--- config.mk ---
export PLATFORM = sky130hd
export DESIGN_NAME = pdoc_top
export DESIGN_NICKNAME = d
export VERILOG_FILES = /design/src/pdoc_pkg.sv /design/src/pdoc_sync.sv /design/src/pdoc_top.sv
export SDC_FILE = /design/constraint.sdc
export NUM_CORES = 1
export LEC_CHECK = 0
export BUFFER_PORTS_ARGS = -buffer_cell sky130_fd_sc_hd__buf_4
export CAP_MARGIN = 20
export CORE_UTILIZATION = 60
export CTS_CLUSTER_SIZE = 40
export DETAILED_ROUTE_END_ITERATION = 10
export PLACE_DENSITY = 0.79
export SYNTH_ARGS = -nofsm -noshare
export SYNTH_HDL_FRONTEND = slang
export SYNTH_SLANG_ARGS = --single-unit
--- constraint.sdc ---
create_clock -name mclk -period 10.45 [get_ports mclk]
set_clock_uncertainty 0.1 [all_clocks]
set_input_delay 2.09 -clock mclk [delete_from_list [all_inputs] [get_ports mclk]]
set_output_delay 2.09 -clock mclk [all_outputs]
set_load 0.05 [all_outputs]
--- src/pdoc_pkg.sv ---
`default_nettype none
package pdoc_pkg;
   // configuration byte field positions
   localparam int CFG_INV_BIT = 7;
   localparam int CFG_DET_BIT = 6;
   localparam int CFG_LDE_BIT = 5;
   localparam int CFG_DIV_HI = 4;
   localparam int CFG_DIV_LO = 2;
   localparam int CFG_FVE_BIT = 1;
   localparam int CFG_FRE_BIT = 0;
   // value after reset: divide-by-8 select, everything else low
   localparam logic [7:0] CFG_RESET = 8'h10;
   // frame lengths in serial clocks
   localparam logic [4:0] FRAME_CFG = 5'h08;
   localparam logic [4:0] FRAME_OSC = 5'h10;
   localparam logic [4:0] FRAME_REF_MIN = 5'h0F;
   localparam logic [4:0] FRAME_MAX = 5'h18;
   // reset value of the divider registers
   localparam logic [15:0] NDIV_RESET = 16'h0028;
   localparam logic [14:0] RDIV_RESET = 15'h0005;
   // minimum width of the both-low pulse, in mclk cycles
   localparam logic [1:0] MIN_PULSE = 2'h2;
   // reference-output select encodings
   localparam logic [2:0] REFSEL_OFF = 3'h0;
   localparam logic [2:0] REFSEL_DIV1 = 3'h1;
   localparam logic [2:0] REFSEL_DIV2 = 3'h2;
   localparam logic [2:0] REFSEL_DIV4 = 3'h3;
   localparam logic [2:0] REFSEL_DIV8A = 3'h4;
   localparam logic [2:0] REFSEL_DIV16A = 3'h5;
   localparam logic [2:0] REFSEL_DIV8B = 3'h6;
   localparam logic [2:0] REFSEL_DIV16B = 3'h7;
   typedef enum logic [1:0] {SP_IDLE, SP_SHIFT} pdoc_sp_state_t;
endpackage : pdoc_pkg
`default_nettype wire

--- src/pdoc_sync.sv ---
`default_nettype none
module pdoc_sync (
   // clock and reset
   input wire logic mclk,
   input wire logic sys_rst,
   // asynchronous level in, clean level and edges out
   input wire logic async_in,
   output logic level_out,
   output logic rise_out,
   output logic fall_out
);
   import pdoc_pkg::*;
   typedef struct packed {
      logic [2:0] sh;
      logic lvl;
      logic rise;
      logic fall;
   } pdoc_sync_t;
   pdoc_sync_t s_reg, s_next;

   always_comb begin
      s_next = s_reg;
      s_next.sh = {s_reg.sh[1:0], async_in};
      s_next.rise = 1'b0;
      s_next.fall = 1'b0;
      // stage 0 is only read by stage 1; a change counts when stages 1 and 2 agree
      if (s_reg.sh[2] == s_reg.sh[1] && s_reg.sh[2] != s_reg.lvl) begin
         s_next.lvl = s_reg.sh[2];
         s_next.rise = s_reg.sh[2];
         s_next.fall = ~s_reg.sh[2];
      end
   end

   always_ff @(posedge mclk or posedge sys_rst) begin
      if (sys_rst) begin
         s_reg <= '0;
      end else begin
         s_reg <= s_next;
      end
   end

   assign level_out = s_reg.lvl;
   assign rise_out = s_reg.rise;
   assign fall_out = s_reg.fall;
endmodule : pdoc_sync
`default_nettype wire

--- src/pdoc_top.sv ---
`default_nettype none
module pdoc_top (
   // clock and reset
   input wire logic mclk,
   input wire logic sys_rst,
   // serial port
   input wire logic serial_clk,
   input wire logic serial_data,
   input wire logic serial_select_n,
   // frequency inputs
   input wire logic crystal_clock_input,
   input wire logic loop_freq_in,
   // single-ended detector, three-state
   output logic single_ended_error_out,
   output logic single_ended_error_oe,
   // double-ended detector
   output logic pair_ref_n,
   output logic pair_osc_n,
   // lock and monitors
   output logic lock_indicator,
   output logic reference_output,
   output logic loop_divided_out,
   output logic reference_divided_out,
   // programmed dividers, for observation
   output logic [15:0] osc_divide_value,
   output logic [14:0] ref_divide_value
);
   import pdoc_pkg::*;

   // ==========================================================
   // input conditioning
   logic sclk_lvl, sclk_rise, sel_lvl, sel_rise, sel_fall, xtal_lvl, xtal_rise;
   logic fin_lvl, fin_rise, din_lvl;

   pdoc_sync u_sclk (.mclk(mclk), .sys_rst(sys_rst), .async_in(serial_clk),
      .level_out(sclk_lvl), .rise_out(sclk_rise), .fall_out());
   pdoc_sync u_sel (.mclk(mclk), .sys_rst(sys_rst), .async_in(serial_select_n),
      .level_out(sel_lvl), .rise_out(sel_rise), .fall_out(sel_fall));
   pdoc_sync u_xtal (.mclk(mclk), .sys_rst(sys_rst), .async_in(crystal_clock_input),
      .level_out(xtal_lvl), .rise_out(xtal_rise), .fall_out());
   pdoc_sync u_fin (.mclk(mclk), .sys_rst(sys_rst), .async_in(loop_freq_in),
      .level_out(fin_lvl), .rise_out(fin_rise), .fall_out());
   pdoc_sync u_din (.mclk(mclk), .sys_rst(sys_rst), .async_in(serial_data),
      .level_out(din_lvl), .rise_out(), .fall_out());

   // ==========================================================
   // state
   typedef struct packed {
      pdoc_sp_state_t sp;
      logic [23:0] shift;
      logic [4:0] count;
      logic [7:0] cfg;
      logic [15:0] ndiv;
      logic [14:0] rdiv;
      logic [15:0] ncnt;
      logic [14:0] rcnt;
      logic fv_pulse;
      logic fr_pulse;
      logic up;
      logic dn;
      logic [1:0] both_cnt;
      logic [3:0] xdiv;
      logic refo;
      logic fv_mon;
      logic fr_mon;
      logic se_out;
      logic se_oe;
      logic pr_n;
      logic pv_n;
      logic ld;
   } pdoc_state_t;
   pdoc_state_t s_reg, s_next;

   logic ref_sel_bit;
   logic [2:0] dsel;
   logic hit_v, hit_r;

   always_comb begin
      s_next = s_reg;
      dsel = s_reg.cfg[CFG_DIV_HI:CFG_DIV_LO];
      hit_v = 1'b0;
      hit_r = 1'b0;
      s_next.fv_pulse = 1'b0;
      s_next.fr_pulse = 1'b0;

      // ======================================================
      // serial port: shift on serial clock rise while selected
      case (s_reg.sp)
         SP_IDLE: begin
            s_next.count = '0;
            if (sel_fall) begin
               s_next.sp = SP_SHIFT;
            end
         end
         SP_SHIFT: begin
            if (sclk_rise && s_reg.count != FRAME_MAX) begin
               s_next.shift = {s_reg.shift[22:0], din_lvl};
               s_next.count = s_reg.count + 5'h01;
            end
            // config is untouched until the select edge closes the frame
            if (sel_rise) begin
               s_next.sp = SP_IDLE;
               if (s_reg.count == FRAME_CFG) begin
                  s_next.cfg = s_reg.shift[7:0];
               end else if (s_reg.count == FRAME_OSC) begin
                  s_next.ndiv = s_reg.shift[15:0];
                  s_next.ncnt = s_reg.shift[15:0];
                  s_next.rcnt = s_reg.rdiv;
                  s_next.up = 1'b0;
                  s_next.dn = 1'b0;
               end else if (s_reg.count >= FRAME_REF_MIN) begin
                  // fifteen or seventeen to twenty-four clocks: low 15 bits
                  s_next.rdiv = s_reg.shift[14:0];
               end
            end
         end
         default: s_next.sp = SP_IDLE;
      endcase

      // ======================================================
      // counters: one output pulse per terminal count
      if (fin_rise && !(sel_rise && s_reg.count == FRAME_OSC)) begin
         if (s_reg.ncnt <= 16'h0001) begin
            s_next.ncnt = s_reg.ndiv;
            hit_v = 1'b1;
         end else begin
            s_next.ncnt = s_reg.ncnt - 16'h0001;
         end
      end
      if (xtal_rise && !(sel_rise && s_reg.count == FRAME_OSC)) begin
         if (s_reg.rcnt <= 15'h0001) begin
            s_next.rcnt = s_reg.rdiv;
            hit_r = 1'b1;
         end else begin
            s_next.rcnt = s_reg.rcnt - 15'h0001;
         end
      end
      s_next.fv_pulse = hit_v;
      s_next.fr_pulse = hit_r;

      // ======================================================
      // phase/frequency detector on rising edges
      if (!(sel_rise && s_reg.count == FRAME_OSC)) begin
         if (s_reg.both_cnt != 2'h0) begin
            // both sides held low for a minimum width, then released
            s_next.both_cnt = s_reg.both_cnt - 2'h1;
            if (s_reg.both_cnt == 2'h1) begin
               s_next.up = 1'b0;
               s_next.dn = 1'b0;
            end
         end else begin
            if (s_reg.fv_pulse) s_next.dn = 1'b1;
            if (s_reg.fr_pulse) s_next.up = 1'b1;
            if ((s_reg.fv_pulse || s_reg.dn) && (s_reg.fr_pulse || s_reg.up)) begin
               s_next.up = 1'b1;
               s_next.dn = 1'b1;
               s_next.both_cnt = MIN_PULSE;
            end
         end
      end

      // ======================================================
      // outputs: polarity, detector choice, lock indicator
      // dn means oscillator leads up means it lags
      if (s_reg.cfg[CFG_DET_BIT]) begin
         s_next.pr_n = 1'b1;
         s_next.pv_n = 1'b1;
         // both on means the in-phase overlap; left floating
         s_next.se_oe = s_reg.up ^ s_reg.dn;
         s_next.se_out = s_reg.up ^ s_reg.cfg[CFG_INV_BIT];
      end else begin
         s_next.se_oe = 1'b0;
         s_next.se_out = 1'b0;
         if (s_reg.cfg[CFG_INV_BIT]) begin
            s_next.pr_n = ~s_reg.dn;
            s_next.pv_n = ~s_reg.up;
         end else begin
            s_next.pr_n = ~s_reg.up;
            s_next.pv_n = ~s_reg.dn;
         end
      end
      // low while only one side is active, i.e. on mismatch
      s_next.ld = s_reg.cfg[CFG_LDE_BIT] & ~(s_reg.up ^ s_reg.dn);

      // ======================================================
      // reference output divider, on crystal edges
      if (xtal_rise) begin
         s_next.xdiv = s_reg.xdiv + 4'h1;
      end
      case (dsel)
         REFSEL_OFF: ref_sel_bit = 1'b0;
         REFSEL_DIV1: ref_sel_bit = xtal_lvl;
         REFSEL_DIV2: ref_sel_bit = s_reg.xdiv[0];
         REFSEL_DIV4: ref_sel_bit = s_reg.xdiv[1];
         REFSEL_DIV8A, REFSEL_DIV8B: ref_sel_bit = s_reg.xdiv[2];
         REFSEL_DIV16A, REFSEL_DIV16B: ref_sel_bit = s_reg.xdiv[3];
         default: ref_sel_bit = 1'b0;
      endcase
      s_next.refo = ref_sel_bit;
      s_next.fv_mon = s_reg.cfg[CFG_FVE_BIT] & hit_v;
      s_next.fr_mon = s_reg.cfg[CFG_FRE_BIT] & hit_r;
   end

   always_ff @(posedge mclk or posedge sys_rst) begin
      if (sys_rst) begin
         s_reg <= '0;
         s_reg.sp <= SP_IDLE;
         s_reg.cfg <= CFG_RESET;
         s_reg.ndiv <= NDIV_RESET;
         s_reg.rdiv <= RDIV_RESET;
         s_reg.ncnt <= NDIV_RESET;
         s_reg.rcnt <= RDIV_RESET;
         s_reg.pr_n <= 1'b1;
         s_reg.pv_n <= 1'b1;
      end else begin
         s_reg <= s_next;
      end
   end

   // fin_lvl, sclk_lvl and sel_lvl kept for observation only through the edges
   logic unused_lvls;
   assign unused_lvls = fin_lvl ^ sclk_lvl ^ sel_lvl;

   assign single_ended_error_out = s_reg.se_out;
   assign single_ended_error_oe = s_reg.se_oe;
   assign pair_ref_n = s_reg.pr_n;
   assign pair_osc_n = s_reg.pv_n;
   assign lock_indicator = s_reg.ld;
   assign reference_output = s_reg.refo;
   assign loop_divided_out = s_reg.fv_mon;
   assign reference_divided_out = s_reg.fr_mon;
   assign osc_divide_value = s_reg.ndiv;
   assign ref_divide_value = s_reg.rdiv;
endmodule : pdoc_top
`default_nettype wire

==> flow_metrics.tcl <==
set metrics [dict create \
    setup_ws_ns 6.98 \
    post-place-ws_ns 6.81 \
    largest_reg_flops 68 \
    wl_per_cell_um 18.6 \
    hold_path.class "register to register" \
    grt_pass1_vias 4660 \
    cp.buffers_inverters 1 \
    drv_cap 0 \
    ys_ff_latch 135 \
    cts_sinks 135 \
    clock-root-buffer "clkbuf_8" \
    coreArea_um2 10300 \
    die_area_um2 11100 \
    r2r_end "s_reg[31]$_DFFE_PP0P_" \
    fin_tns_setup_ns 0 \
    ff2ff_path_depth 7 \
    worst_hold_slack_ns 0.248 \
    leakagePower_uw 0.00333 \
    seq_area_frac_synth_pct 53.1 \
    grt_max_degree 70 \
    hold_path_depth 0 \
    hold_buffers 0 \
    arrival_ns 1.28 \
    synth-main-ff-cell "dfrtp_1" \
    drt_iter0_markers 347 \
    end_kind "output pin" \
    drt_wl_total_mm 13.9 \
    place_congestion 0.909 \
    r2r_start "s_reg[88]$_DFFE_PP0P_" \
    max-slew-margin-rel_pct 43.0 \
    cts_setup_buffers 0 \
    start_util_pct 61.9 \
    cp_max_fo 3 \
    postRouteAntennaNets 0 \
    timing.fmax_ghz 0.288 \
    drc 0 \
    drtPass1Iterations 5 \
    outcome "finished clean" \
    clockBufferDepth 2 \
    synthesis.area_um2 6390 \
    track_usage_pct 27.0 \
    insertedDiodeCount 0 \
    vias_per_cell 6.10 \
    antenna_found_initial 0 \
    required_ns 8.26 \
    worstSetupPathType "register to output pin" \
    final_util_pct 70.0 \
    nNetsFinal 610 \
    synth_edf_count 0 \
    finalCritPeriodShare_pct 33.2 \
    ir_drop_v 0.000120 \
    overflow 0 \
    setup_viol 0 \
    avgSynthCellArea_um2 11.1 \
    htreeDepth 4 \
    numPlacedInstances 712 \
    area_growth_pct 13.1 \
    worst_slew_pin_slew_ns 0.853 \
    clkSlewWorstSetupHoldPaths_ns 0.06 \
    crit_path_top_delay_cell "dfstp_2" \
    synth_cells 576 \
    hp-start "u_xtal.s_next[4]$_DFF_PP0_" \
    grt_setup_unrepaired "false" \
    portBuffers 45 \
    cp_slowest_stage_delay_ns 0.56 \
    final_cells 744 \
    cts_tree "done" \
    die_h_um 105 \
    min_to "u_xtal.s_next[5]$_DFF_PP0_" \
    yosysWarnings 0 \
    hold_violations 0 \
    p_per_area_nw_per_um2 229 \
    grt_pass1_wl_mm 22.9 \
    drive_gt1_share_pct 25.7 \
    cts_buffers 17 \
    dp_hpwl_mm 9.11 \
    crit_chain "buf_4" \
    reg2reg_slack_ns 7.75 \
    critPathTopFamily "flip-flops" \
    synth_top_area_share_pct 48.6 \
    cts_resized 0 \
    io_pins 46 \
    ys_async_sr_fraction_pct 100 \
    yosys.area.top_type "dfrtp_1" \
    clk_latency_ns 0.52 \
    syn-num-nets 591 \
    fin_crit_ns 3.47 \
    ys_types 73 \
    die_w_um 105 \
    slew_violations 0 \
    startpoint_type "register" \
    via_count 4541 \
    synth_area_leaders "dfrtp_1 49%, mux2_2 5.1%, dfstp_2 4.5%, nand2_1 4.5%, buf_4 3.8%" \
    rows 37 \
]
## worst max path at each step
stage                     depth (start not counted)                       startpoint                    end
after floorplan                                   1                          sys_rst    dsel[0]$_DFFE_PP0P_
after global placement                            3                          sys_rst  s_reg[12]$_DFFE_PP0P_
after detailed placement                          3                          sys_rst  s_reg[12]$_DFFE_PP0P_
after CTS                                         1  osc_divide_value[5]$_DFFE_PP1P_    osc_divide_value[5]
after global routing                              1  osc_divide_value[5]$_DFFE_PP1P_    osc_divide_value[5]
final                                             1  osc_divide_value[5]$_DFFE_PP1P_    osc_divide_value[5]
## through the flow
step / power, µW / area, µm²
4_1_cts: 1660 / 7230
3_3_place_gp: 998 / 6600
6_report: 1660 / 7230
5_1_grt: 1730 / 7230
2_1_floorplan: 946 / 6390
3_5_place_dp: 1020 / 6600
## logic make-up after synthesis
| logic type | count (synthesis) | synth area share, % |
|---|---|---|
| multiplexers | 49 | 8.44 |
| AO/OA/AOI/OAI | 114 | 13.0 |
| adder cells (fa/ha/maj) | 9 | 1.72 |
| XOR/XNOR | 12 | 1.64 |
| AND/OR/NAND/NOR | 188 | 15.8 |
| flip-flops | 135 | 53.1 |
| buffers and inverters | 69 | 6.34 |
## cell usage after synthesis, types with 3 or more instances
cell      instances
o21ai_1           8
mux2i_1          10
a32oi_1           3
a311oi_1          3
clkbuf_1          4
o211a_1           3
dfrtp_1         124
o221a_1           3
dfstp_2          11
xor2_1            3
ha_1              8
o21ai_0          22
nand2_2           4
o21a_1            4
o22ai_1           7
and3_1            4
nand4_1           5
and2_1           10
nand3_1          13
nor2_1           27
nor3_4            3
o221ai_1          3
nand2b_1          4
or4_1             4
mux2_2           29
o21ai_2           4
o211ai_1          6
a221o_1           3
nand2_1          76
nor4_1            3
a22oi_1           5
nor3_1           14
inv_1            21
or2_2             3
mux2_1           10
xnor2_1           9
a21oi_1          17
buf_4            32
buf_2             9
## cell type report
cell class	count	area (µm²)
flip-flops and latches	135	3390
repair buffers	47	353
multi-input cells	372	2590
fillers	727	3090
clock buffers	19	442
inverters	22	87.6
clock inverters	13	191
well taps	136	170
## metal layers
metal  vias up  part of all wire, %  track usage [%]
met4         0                  1.8             12.1
met3        30                  5.7             6.11
li1       2069                    -                -
met1      2269                   42             34.1
met5         -                    0                0
met2       173                   50             44.5
## cells in the final DEF (no fill, tap or decap), types with 4 or more instances in the layout
master / instances
and2_1: 10
and3_1: 4
o21ai_2: 4
o21a_1: 4
nand3_1: 13
nor3_1: 14
a21oi_1: 17
o211ai_1: 6
bufinv_16: 4
nor2_1: 27
a22oi_1: 5
inv_6: 4
ha_1: 8
buf_4: 47
o21ai_0: 22
xnor2_1: 9
o22ai_1: 7
or4_1: 4
dfstp_2: 11
o21ai_1: 8
clkbuf_16: 16
inv_1: 20
nand4_1: 5
dfrtp_1: 124
nand2b_1: 4
nand2_2: 4
mux2_1: 10
mux2i_1: 10
nand2_1: 76
mux2_2: 29
## report_power, final
| part | internal [µW] | switching [µW] | leakage, µW | total (µW) |
|---|---|---|---|---|
| clock | 403 | 232 | 0.000301 | 634 |
| sequential | 608 | 115 | 0.00173 | 723 |
| combinational | 130 | 171 | 0.00130 | 301 |
No activity file was read; power rests on OpenSTA's default activity.
